==> src/zds_pkg.sv <==
// zds_pkg: constants, states and shared decoding for the zoom decimation/sync block
// assumes: a 32-bit APB register bus on pclk; sample strobes synchronous to pclk
package zds_pkg;

   // register byte offsets
   localparam logic [7:0] ZDS_OFF_CTRL   = 8'h00;
   localparam logic [7:0] ZDS_OFF_COARSE = 8'h04;
   localparam logic [7:0] ZDS_OFF_FINE   = 8'h08;
   localparam logic [7:0] ZDS_OFF_CMD    = 8'h0c;
   localparam logic [7:0] ZDS_OFF_STATUS = 8'h10;

   // control register fields
   localparam int ZDS_CTRL_BW_LSB   = 0;
   localparam int ZDS_BW_W          = 5;
   localparam int ZDS_CTRL_DEC_BIT  = 8;
   localparam int ZDS_CTRL_CDC_BIT  = 9;
   localparam int ZDS_CTRL_DEFR_BIT = 10;
   localparam int ZDS_CTRL_R32_BIT  = 12;
   localparam int ZDS_CTRL_CPX_BIT  = 13;
   localparam int ZDS_CTRL_CONT_BIT = 14;

   // command register bits (write-one actions)
   localparam int ZDS_CMD_ALIGN_BIT = 0;
   localparam int ZDS_CMD_IDLE_BIT  = 1;
   localparam int ZDS_CMD_START_BIT = 2;

   // status register fields
   localparam int ZDS_ST_STATE_LSB = 0;
   localparam int ZDS_ST_PEND_BIT  = 3;
   localparam int ZDS_ST_SETL_BIT  = 4;
   localparam int ZDS_ST_BLK_BIT   = 5;
   localparam int ZDS_ST_CONT_BIT  = 6;
   localparam int ZDS_ST_SYNC_BIT  = 7;
   localparam int ZDS_ST_RATE_LSB  = 8;

   // limits and widths
   localparam logic [4:0] ZDS_BW_MAX      = 5'h18;
   localparam int         ZDS_COARSE_W    = 11;
   localparam int         ZDS_FINE_W      = 29;
   localparam logic [28:0] ZDS_FINE_MAX   = 29'h1dcd64ff;
   localparam logic [29:0] ZDS_FINE_MOD   = 30'h1dcd6500;
   localparam int         ZDS_STAGES      = 24;
   localparam logic [5:0] ZDS_SETTLE_OUT  = 6'h1e;

   typedef enum logic [2:0] {
      ZDS_IDLE       = 3'b000,
      ZDS_ALIGN_WAIT = 3'b001,
      ZDS_ALIGNED    = 3'b010,
      ZDS_ARMED      = 3'b011,
      ZDS_MEASURE    = 3'b100
   } zds_state_e;

   // log2 of converter rate over output rate
   function automatic logic [4:0] zds_rate_log2(input logic [4:0] bw, input logic dec);
      logic [4:0] base;
      base = (bw <= 5'h01) ? 5'h00 : 5'(bw - 5'h01);
      return 5'(base + {4'h0, dec});
   endfunction

endpackage

==> src/zds_dec_if.sv <==
// zds_dec_if: signals between the control top and its counter and sync leaves
// assumes: all members on pclk except sync_raw, which carries the asynchronous sync line
`timescale 1ns/1ps
`default_nettype none
interface zds_dec_if;
   logic [4:0] bw;
   logic       dec;
   logic       sample_valid;
   logic       align_now;
   logic       out_keep;
   logic       settling;
   logic       sync_raw;
   logic       sync_rise;
   modport ctl  (output bw, dec, sample_valid, align_now, sync_raw,
                 input out_keep, settling, sync_rise);
   modport cnt  (input bw, dec, sample_valid, align_now, output out_keep, settling);
   modport edge_det (input sync_raw, output sync_rise);
endinterface
`default_nettype wire

==> src/zds_sync_edge.sv <==
// zds_sync_edge: two-flop synchroniser and registered rise detect of the sync line
// assumes: sync line asynchronous to pclk
`timescale 1ns/1ps
`default_nettype none
module zds_sync_edge
   import zds_pkg::*;
(
   // clock and reset
   input wire logic  pclk,
   input wire logic  presetn,
   // sync line
   zds_dec_if.edge_det e
);
   logic meta_r;
   logic sync_r;
   logic prev_r;
   logic rise_r;

   always_ff @(posedge pclk or negedge presetn) begin
      if (!presetn) begin
         meta_r <= 1'b0;
         sync_r <= 1'b0;
      end else begin
         meta_r <= e.sync_raw;
         sync_r <= meta_r;
      end
   end

   always_ff @(posedge pclk or negedge presetn) begin
      if (!presetn) begin
         prev_r <= 1'b0;
         rise_r <= 1'b0;
      end else begin
         prev_r <= sync_r;
         rise_r <= sync_r & ~prev_r;
      end
   end

   assign e.sync_rise = rise_r;
endmodule
`default_nettype wire

==> src/zds_decim_counter.sv <==
// zds_decim_counter: decimation counter, per-stage keep strobes, settle count
// assumes: one sample_valid pulse per converter sample
`timescale 1ns/1ps
`default_nettype none
module zds_decim_counter
   import zds_pkg::*;
(
   // clock and reset
   input wire logic  pclk,
   input wire logic  presetn,
   // control side
   zds_dec_if.cnt    d
);
   logic [ZDS_STAGES-1:0] cnt_r;
   logic [ZDS_STAGES-1:0] stage_keep;
   logic [5:0]            settle_r;
   logic [4:0]            rl;

   // stage gi keeps one sample in 2^(gi+1)
   genvar gi;
   generate
      for (gi = 0; gi < ZDS_STAGES; gi++) begin : g_stage
         assign stage_keep[gi] = (cnt_r[gi:0] == '0);
      end
   endgenerate

   always_ff @(posedge pclk or negedge presetn) begin
      if (!presetn) begin
         cnt_r <= '0;
      end else if (d.align_now) begin
         cnt_r <= '0;
      end else if (d.sample_valid) begin
         cnt_r <= cnt_r + 1'b1;
      end
   end

   always_comb begin
      rl = zds_rate_log2(d.bw, d.dec);
      if (!d.sample_valid || d.align_now) begin
         d.out_keep = 1'b0;
      end else if (rl == 5'h00) begin
         d.out_keep = 1'b1;
      end else begin
         d.out_keep = stage_keep[rl - 5'h01];
      end
   end

   always_ff @(posedge pclk or negedge presetn) begin
      if (!presetn) begin
         settle_r <= 6'h00;
      end else if (d.align_now) begin
         settle_r <= ZDS_SETTLE_OUT;
      end else if (d.out_keep && settle_r != 6'h00) begin
         settle_r <= settle_r - 6'h01;
      end
   end

   assign d.settling = (settle_r != 6'h00);
endmodule
`default_nettype wire

==> src/zds_zoom_ctrl.sv <==
// zds_zoom_ctrl: APB control of decimation alignment and the zoom oscillator
// assumes: APB master on pclk; samples and sync line as described in the ports
`timescale 1ns/1ps
`default_nettype none

module zds_zoom_ctrl
   import zds_pkg::*;
(
   // clock and reset
   input  wire logic                    pclk,
   input  wire logic                    presetn,
   // apb slave
   input  wire logic                    psel,
   input  wire logic                    penable,
   input  wire logic                    pwrite,
   input  wire logic [7:0]              paddr,
   input  wire logic [31:0]             pwdata,
   output logic      [31:0]             prdata,
   output logic                         pready,
   output logic                         pslverr,
   // converter samples and sync line
   input  wire logic                    sample_valid,
   input  wire logic                    sync_in,
   // results
   output logic                         out_valid,
   output logic      [ZDS_COARSE_W-1:0] lo_phase,
   output logic                         spectral_invert,
   output logic                         settling,
   output logic                         meas_active,
   output logic                         trigger_allowed
);
   zds_dec_if dif ();

   zds_state_e            state_r;
   logic [4:0]            bw_r;
   logic                  dec_r;
   logic                  cdc_r;
   logic                  defer_r;
   logic                  r32_r;
   logic                  cpx_r;
   logic                  cont_r;
   logic [ZDS_COARSE_W-1:0] pend_coarse_r;
   logic [ZDS_FINE_W-1:0]   pend_fine_r;
   logic                  pend_r;
   logic [ZDS_COARSE_W-1:0] act_coarse_r;
   logic [ZDS_FINE_W-1:0]   act_fine_r;
   logic [ZDS_COARSE_W-1:0] acc_coarse_r;
   logic [ZDS_FINE_W-1:0]   acc_fine_r;
   logic [31:0]           prdata_r;
   logic                  pready_r;
   logic                  pslverr_r;
   logic                  out_valid_r;
   logic                  settling_r;
   logic                  meas_r;
   logic                  trig_r;

   logic                  setup_ph;
   logic                  wr_ok;
   logic                  wr_bad;
   logic [1:0]            cap_ok;
   logic                  apply;
   logic                  zero_tgt;
   logic [29:0]           fine_sum;
   logic                  carry;
   logic [31:0]           status;

   // block / continuous permission per data format
   function automatic logic [1:0] zds_cap_ok(input logic r32, input logic cpx,
                                             input logic dec, input logic [4:0] bw);
      logic low;
      low = (bw <= 5'h01);
      if (!r32 && cpx && !dec && low) begin
         return 2'b01;
      end else if (r32 && !cpx && !dec && low) begin
         return 2'b01;
      end else if (r32 && cpx && dec && low) begin
         return 2'b01;
      end else if (r32 && cpx && !dec && bw == 5'h02) begin
         return 2'b01;
      end else if (r32 && cpx && !dec && low) begin
         return 2'b00;
      end else begin
         return 2'b11;
      end
   endfunction

   assign dif.bw           = bw_r;
   assign dif.dec          = dec_r;
   assign dif.sample_valid = sample_valid;
   assign dif.sync_raw     = sync_in;
   assign dif.align_now    = (state_r == ZDS_ALIGN_WAIT) && dif.sync_rise;

   zds_sync_edge u_sync (
      .pclk    (pclk),
      .presetn (presetn),
      .e       (dif.edge_det)
   );

   zds_decim_counter u_cnt (
      .pclk    (pclk),
      .presetn (presetn),
      .d       (dif.cnt)
   );

   // apb decode
   assign setup_ph = psel && !penable;
   assign wr_ok    = psel && penable && pready_r && pwrite && !pslverr_r;
   assign cap_ok   = zds_cap_ok(r32_r, cpx_r, dec_r, bw_r);

   always_comb begin
      wr_bad = 1'b0;
      if (pwrite && paddr == ZDS_OFF_CTRL) begin
         wr_bad = (pwdata[ZDS_CTRL_BW_LSB +: ZDS_BW_W] > ZDS_BW_MAX) ||
                  (pwdata[7:ZDS_BW_W] != 3'h0);
      end else if (pwrite && paddr == ZDS_OFF_COARSE) begin
         wr_bad = (pwdata[31:ZDS_COARSE_W] != '0);
      end else if (pwrite && paddr == ZDS_OFF_FINE) begin
         wr_bad = (pwdata[31:ZDS_FINE_W] != '0) ||
                  (pwdata[ZDS_FINE_W-1:0] > ZDS_FINE_MAX);
      end else if (pwrite && paddr == ZDS_OFF_STATUS) begin
         wr_bad = 1'b1;
      end else if (paddr != ZDS_OFF_CTRL && paddr != ZDS_OFF_COARSE &&
                   paddr != ZDS_OFF_FINE && paddr != ZDS_OFF_CMD &&
                   paddr != ZDS_OFF_STATUS) begin
         wr_bad = 1'b1;
      end
   end

   always_comb begin
      status = '0;
      status[ZDS_ST_STATE_LSB +: 3] = state_r;
      status[ZDS_ST_PEND_BIT]       = pend_r;
      status[ZDS_ST_SETL_BIT]       = settling_r;
      status[ZDS_ST_BLK_BIT]        = cap_ok[0];
      status[ZDS_ST_CONT_BIT]       = cap_ok[1];
      status[ZDS_ST_SYNC_BIT]       = (state_r == ZDS_IDLE) || (state_r == ZDS_ALIGNED) ||
                                      (state_r == ZDS_ARMED);
      status[ZDS_ST_RATE_LSB +: 5]  = zds_rate_log2(bw_r, dec_r);
   end

   always_ff @(posedge pclk or negedge presetn) begin
      if (!presetn) begin
         pready_r  <= 1'b0;
         pslverr_r <= 1'b0;
         prdata_r  <= '0;
      end else begin
         pready_r  <= setup_ph;
         pslverr_r <= setup_ph && wr_bad;
         if (setup_ph && !pwrite) begin
            case (paddr)
               ZDS_OFF_CTRL: begin
                  prdata_r <= {17'h0, cont_r, cpx_r, r32_r, 1'b0, defer_r, cdc_r, dec_r,
                               3'h0, bw_r};
               end
               ZDS_OFF_COARSE: begin
                  prdata_r <= {21'h0, pend_coarse_r};
               end
               ZDS_OFF_FINE: begin
                  prdata_r <= {3'h0, pend_fine_r};
               end
               ZDS_OFF_STATUS: begin
                  prdata_r <= status;
               end
               default: begin
                  prdata_r <= '0;
               end
            endcase
         end
      end
   end

   // control fields
   always_ff @(posedge pclk or negedge presetn) begin
      if (!presetn) begin
         bw_r    <= '0;
         dec_r   <= 1'b0;
         cdc_r   <= 1'b0;
         defer_r <= 1'b0;
         r32_r   <= 1'b1;
         cpx_r   <= 1'b0;
         cont_r  <= 1'b0;
      end else if (wr_ok && paddr == ZDS_OFF_CTRL) begin
         bw_r    <= pwdata[ZDS_CTRL_BW_LSB +: ZDS_BW_W];
         dec_r   <= pwdata[ZDS_CTRL_DEC_BIT];
         cdc_r   <= pwdata[ZDS_CTRL_CDC_BIT];
         defer_r <= pwdata[ZDS_CTRL_DEFR_BIT];
         r32_r   <= pwdata[ZDS_CTRL_R32_BIT];
         cpx_r   <= pwdata[ZDS_CTRL_CPX_BIT];
         cont_r  <= pwdata[ZDS_CTRL_CONT_BIT];
      end
   end

   // pending frequency; a new write wins over a same-cycle apply
   assign apply    = pend_r && (!defer_r || dif.sync_rise);
   assign zero_tgt = (pend_coarse_r == '0) && (pend_fine_r == '0);

   always_ff @(posedge pclk or negedge presetn) begin
      if (!presetn) begin
         pend_coarse_r <= '0;
         pend_fine_r   <= '0;
         pend_r        <= 1'b0;
      end else if (wr_ok && paddr == ZDS_OFF_COARSE) begin
         pend_coarse_r <= pwdata[ZDS_COARSE_W-1:0];
         pend_r        <= 1'b1;
      end else if (wr_ok && paddr == ZDS_OFF_FINE) begin
         pend_fine_r   <= pwdata[ZDS_FINE_W-1:0];
         pend_r        <= 1'b1;
      end else if (apply) begin
         pend_r        <= 1'b0;
      end
   end

   always_ff @(posedge pclk or negedge presetn) begin
      if (!presetn) begin
         act_coarse_r <= '0;
         act_fine_r   <= '0;
      end else if (apply) begin
         act_coarse_r <= pend_coarse_r;
         act_fine_r   <= pend_fine_r;
      end
   end

   // phase: coarse in 1/2048 cycle, fine carries at its modulus
   assign fine_sum = {1'b0, acc_fine_r} + {1'b0, act_fine_r};
   assign carry    = (fine_sum >= ZDS_FINE_MOD);

   always_ff @(posedge pclk or negedge presetn) begin
      if (!presetn) begin
         acc_coarse_r <= '0;
         acc_fine_r   <= '0;
      end else if (apply && zero_tgt && !cdc_r) begin
         acc_coarse_r <= '0;
         acc_fine_r   <= '0;
      end else if (sample_valid) begin
         acc_coarse_r <= ZDS_COARSE_W'(acc_coarse_r + act_coarse_r + {10'h0, carry});
         acc_fine_r   <= carry ? ZDS_FINE_W'(fine_sum - ZDS_FINE_MOD)
                               : fine_sum[ZDS_FINE_W-1:0];
      end
   end

   // measurement and alignment sequencing
   always_ff @(posedge pclk or negedge presetn) begin
      if (!presetn) begin
         state_r <= ZDS_IDLE;
      end else if (wr_ok && paddr == ZDS_OFF_CMD && pwdata[ZDS_CMD_ALIGN_BIT]) begin
         state_r <= ZDS_ALIGN_WAIT;
      end else if (wr_ok && paddr == ZDS_OFF_CMD && pwdata[ZDS_CMD_IDLE_BIT]) begin
         state_r <= ZDS_IDLE;
      end else if (wr_ok && paddr == ZDS_OFF_CMD && pwdata[ZDS_CMD_START_BIT] &&
                   (state_r == ZDS_IDLE || state_r == ZDS_ARMED) &&
                   (cont_r ? cap_ok[1] : cap_ok[0])) begin
         state_r <= ZDS_MEASURE;
      end else begin
         case (state_r)
            ZDS_ALIGN_WAIT: begin
               if (dif.sync_rise) begin
                  state_r <= ZDS_ALIGNED;
               end
            end
            ZDS_ALIGNED: begin
               if (dif.sync_rise) begin
                  state_r <= ZDS_ARMED;
               end
            end
            ZDS_IDLE, ZDS_ARMED, ZDS_MEASURE: begin
               state_r <= state_r;
            end
            default: begin
               state_r <= ZDS_IDLE;
            end
         endcase
      end
   end

   // registered outputs
   always_ff @(posedge pclk or negedge presetn) begin
      if (!presetn) begin
         out_valid_r <= 1'b0;
         settling_r  <= 1'b0;
         meas_r      <= 1'b0;
         trig_r      <= 1'b0;
      end else begin
         out_valid_r <= dif.out_keep;
         settling_r  <= dif.settling;
         meas_r      <= (state_r == ZDS_MEASURE);
         trig_r      <= (state_r == ZDS_ARMED);
      end
   end

   assign prdata          = prdata_r;
   assign pready          = pready_r;
   assign pslverr         = pslverr_r;
   assign out_valid       = out_valid_r;
   assign lo_phase        = acc_coarse_r;
   assign spectral_invert = act_coarse_r[ZDS_COARSE_W-1];
   assign settling        = settling_r;
   assign meas_active     = meas_r;
   assign trigger_allowed = trig_r;
endmodule
`default_nettype wire

==> config.mk <==
export PLATFORM = sky130hd
export DESIGN_NAME = zds_zoom_ctrl
export DESIGN_NICKNAME = d
export VERILOG_FILES = /design/src/zds_pkg.sv /design/src/zds_dec_if.sv /design/src/zds_sync_edge.sv /design/src/zds_decim_counter.sv /design/src/zds_zoom_ctrl.sv
export SDC_FILE = /design/constraint.sdc
export NUM_CORES = 1
export LEC_CHECK = 0
export BUFFER_PORTS_ARGS = -buffer_cell sky130_fd_sc_hd__buf_2
export CAP_MARGIN = 20
export CELL_PAD_IN_SITES_DETAIL_PLACEMENT = 1
export CELL_PAD_IN_SITES_GLOBAL_PLACEMENT = 2
export CORE_MARGIN = 1
export CORE_UTILIZATION = 35
export DETAILED_ROUTE_END_ITERATION = 6
export PLACE_DENSITY_LB_ADDON = 0.1
export SLEW_MARGIN = 20
export SYNTH_ARGS = -nofsm -noshare
export SYNTH_HDL_FRONTEND = slang
export SYNTH_SLANG_ARGS = --single-unit
==> constraint.sdc <==
create_clock -name pclk -period 5.6 [get_ports pclk]
set_input_delay 0.84 -clock pclk [delete_from_list [all_inputs] [get_ports pclk]]
set_output_delay 0.84 -clock pclk [all_outputs]
set_load 0.02 [all_outputs]
==> run_results.csv <==
group,metric,value,unit
outcome,status,"finished, violations left",
outcome,violations,"setup timing",
floorplanning,top_level_ports,97,
job,reported_max_cap_violation_count,0,
floorplanning,die_w,187.3,um
cts,clock_latency,0.55,ns
critical_path,worst-endpoint-required,6.02,ns
sta,rsz0062_at_grt,"true",
floorplanning,floorplan.initialDensity,0.3574,
sta,max_slew.worst_pin.slew,0.8589,ns
finish,most-common-layout-cells,"203 x dfrtp_1, 116 x nand2_1, 96 x buf_4, 92 x o21ai_0, 92 x buf_2",
finish,finish.net_count,1517,
routing,drt-total-wl,40.09,mm
cts,tritoncts.num_buffers,26,
critical_path,worstSetupStartpointType,"flip-flop",
cts,h-tree-depth,1,
placed_design,place.gp.congestion,0.8364,
routing,wl_met3,1.719,mm
power,leakage_power_summed_over_all_cells,6.748,nW
routing,first_iter_violations,425,
finish,flow.area_growth_from_synthesis,20.73,%
critical_path,path_buf_inv,0,
grt,globalRouteTotalUtil,0.2311,
sta,number_of_setup_violations_in_the_final_report,2,
logic_synthesis,synth-async-reset-ratio,1.000,
routing,dr_wl_met2,19.31,mm
logic_synthesis,seq_area_frac_synth,0.4250,
power,power.density_cell_area,275.1,nW/um^2
critical_path,crit_family,"simple AND/OR/NAND/NOR gates",
critical_path,max_stage_delay,0.43,ns
grt,grt_max_degree,104,
routing,routed_length_per_placed_instance,21.28,um
logic_synthesis,syn_area_per_cell,9.544,um^2
sta,final.min_clock_period,5.698,ns
floorplanning,floorplan.core_area,33620,um^2
routing,drt_first_pass_iters,5,
hold_path,worst_hold_path_type,"primary input to asynchronous set/reset pin",
critical_path,worst-endpoint-arrival,6.12,ns
logic_synthesis,synth-main-ff-cell,"dfrtp_1",
routing,dr.max_layer_used,"met4",
cts,post_cts_hold_buffer_count,0,
logic_synthesis,synth.ff_latch_count,204,
routing,vias,10390,
grt,grt_pass1_vias,10880,
placed_design,dp.final_hpwl,29.75,mm
logic_synthesis,number_of_enable_type_register_cells_in_the_synthesized_netlist,0,
cts,max-clock-path-buffers,3,
critical_path,path_common_cell,"a21o_1",
finish,antenna-diode-count,0,
power,max-vdd-ir-drop,0.2229,mV
floorplanning,die_height,187.3,um
grt,first_pass_grt_wire_length,63.54,mm
floorplanning,total_die_area,35070,um^2
critical_path,slowest_stage,"or4_4",
routing,detail-route-antenna-nets,0,
sta,clock_skew,0.008434,ns
power,post-layout-total-power,3.991,mW
cts,ctsRootBufferMaster,"clkbuf_16",
routing,route.detailed.drc,0,
logic_synthesis,yosysWarnings,0,
placed_design,io_buffers,93,
grt,antenna_found_initial,0,
critical_path,critical_path.max_fanout,3,
critical_path,timing_worst_setup_path_type,"flip-flop to flip-flop",
logic_synthesis,synthesis.area,12020,um^2
grt,globalRoute.totalOverflow,0,
sta,min_period_over_period,1.017,
cts,cts.reportedPaths.clkPinSlew,0.06,ns
finish,final_util,0.4315,
routing,detail_route.vias_per_cell,5.513,
logic_synthesis,post_synth_cell_types,76,
sta,hold_viol,0,
finish,layout-drive-gt1-share,0.2556,
sta,postLayoutSetupSlackWorst,-0.09752,ns
logic_synthesis,synthCells,1259,
routing,met1_length,18.10,mm
sta,relSlewSlack,0.4274,
finish,final_common_cell,"dfrtp_1",
cts,tritoncts,"yes",
critical_path,crit_path_end_kind,"flip-flop",
cts,cts_num_sinks,204,
sta,achievable-frequency,175.5,MHz
sta,total_count_of_max_transition_violations_in_the_final_report,0,
floorplanning,placementRows,67,
final timing paths:
path / from / to / slack (ns) / cells after the start
max: acc_fine_r[0]$_DFFE_PN0P_ / lo_phase[10]$_DFFE_PN0P_ / -0.1 / 27
min: presetn / acc_fine_r[24]$_DFFE_PN0P_ / 0.32 / 1
max reg2reg: acc_fine_r[0]$_DFFE_PN0P_ / lo_phase[10]$_DFFE_PN0P_ / -0.1 / 27
min reg2reg: u_sync.meta_r$_DFF_PN0_ / u_sync.sync_r$_DFF_PN0_ / 0.36 / 0
max in group asynchronous: presetn / u_cnt.cnt_r[16]$_DFFE_PN0P_ / 4.21 / 2
min in group pclk: u_sync.meta_r$_DFF_PN0_ / u_sync.sync_r$_DFF_PN0_ / 0.36 / 0
final cells by class:
class,count,area (um^2)
Sequential cell,204,5106
Tap cell,448,560.5
Multi-Input combinational cell,951,6598
Timing Repair Buffer,190,1216
Inverter,43,161.4
Clock inverter,15,127.6
Fill cell,3854,19110
Clock buffer,33,737.0
layer usage:
layer,up-vias,GRT usage
li1,4939,-
met1,5227,0.3070
met2,169,0.3870
met3,52,0.04203
met4,0,0.05738
met5,-,0
cell families (layout without fill, tap and decap cells):
group / count (synthesis) / in the layout / share of synthesized area
and+or+nand+nor: 415 / 415 / 0.1712
AOI/OAI and AO/OA: 321 / 321 / 0.1730
DFF: 204 / 204 / 0.4250
buffers and inverters: 106 / 281 / 0.03634
muxes: 102 / 102 / 0.09403
adders and majority gates: 55 / 55 / 0.05894
xor gates and xnor gates: 55 / 55 / 0.04124
other: 1 / 3 / 0.0003121
metrics by stage:
stage	setup WS, ns	instances	instance area (um^2)	hold slack [ns]	TNS, ns
after CTS	-0.1956	1882	14480	0.3585	-0.4364
after floorplan	-0.2523	1261	12040	0.3312	-0.3749
after global routing	-0.4192	1884	14510	0.3732	-1.249
after global placement	-0.2790	1827	13520	0.3431	-0.5849
after detailed placement	-0.4664	1827	13520	0.3363	-1.344
final	-0.09752	1884	14510	0.3210	-0.1517
sequential cells by signal (all words and copies together) (netlist names), 3 cells and up:
name            cells
act_coarse_r       11
lo_phase           11
acc_fine_r         29
u_cnt.settle_r      6
bw_r                5
pend_coarse_r      11
prdata             29
state_r             3
u_cnt.cnt_r        24
pend_fine_r        29
act_fine_r         29
cells in the mapped netlist (all sizes together) (18+ instances only):
library cell | count | area share
a21oi | 81 | 0.034
inv | 42 | 0.013
nor4 | 24 | 0.012
o21ai | 101 | 0.042
xnor2 | 24 | 0.017
or3 | 20 | 0.010
clkbuf | 48 | 0.015
ha | 51 | 0.053
xor2 | 30 | 0.022
nand2 | 116 | 0.036
dfrtp | 203 | 0.42
nor2 | 90 | 0.028
nand3 | 36 | 0.015
nor3 | 35 | 0.015
nand4 | 18 | 0.0094
mux2 | 87 | 0.082
power by group:
| group | internal (mW) | switching, mW | total [mW] |
|---|---|---|---|
| Clock | 0.982 | 0.699 | 1.68 |
| Combinational | 0.268 | 0.411 | 0.679 |
| Sequential | 1.55 | 0.0830 | 1.63 |
| Total | 2.80 | 1.19 | 3.99 |
repair_timing:
item,CTS,global route
endpoints found under the setup margin,5,6
pin swaps,21,20
hold endpoints to repair,0,0
gates resized for setup,12,10
buffers inserted,8,5
gates cloned,0,0
Power figures use the tool's default switching activity.
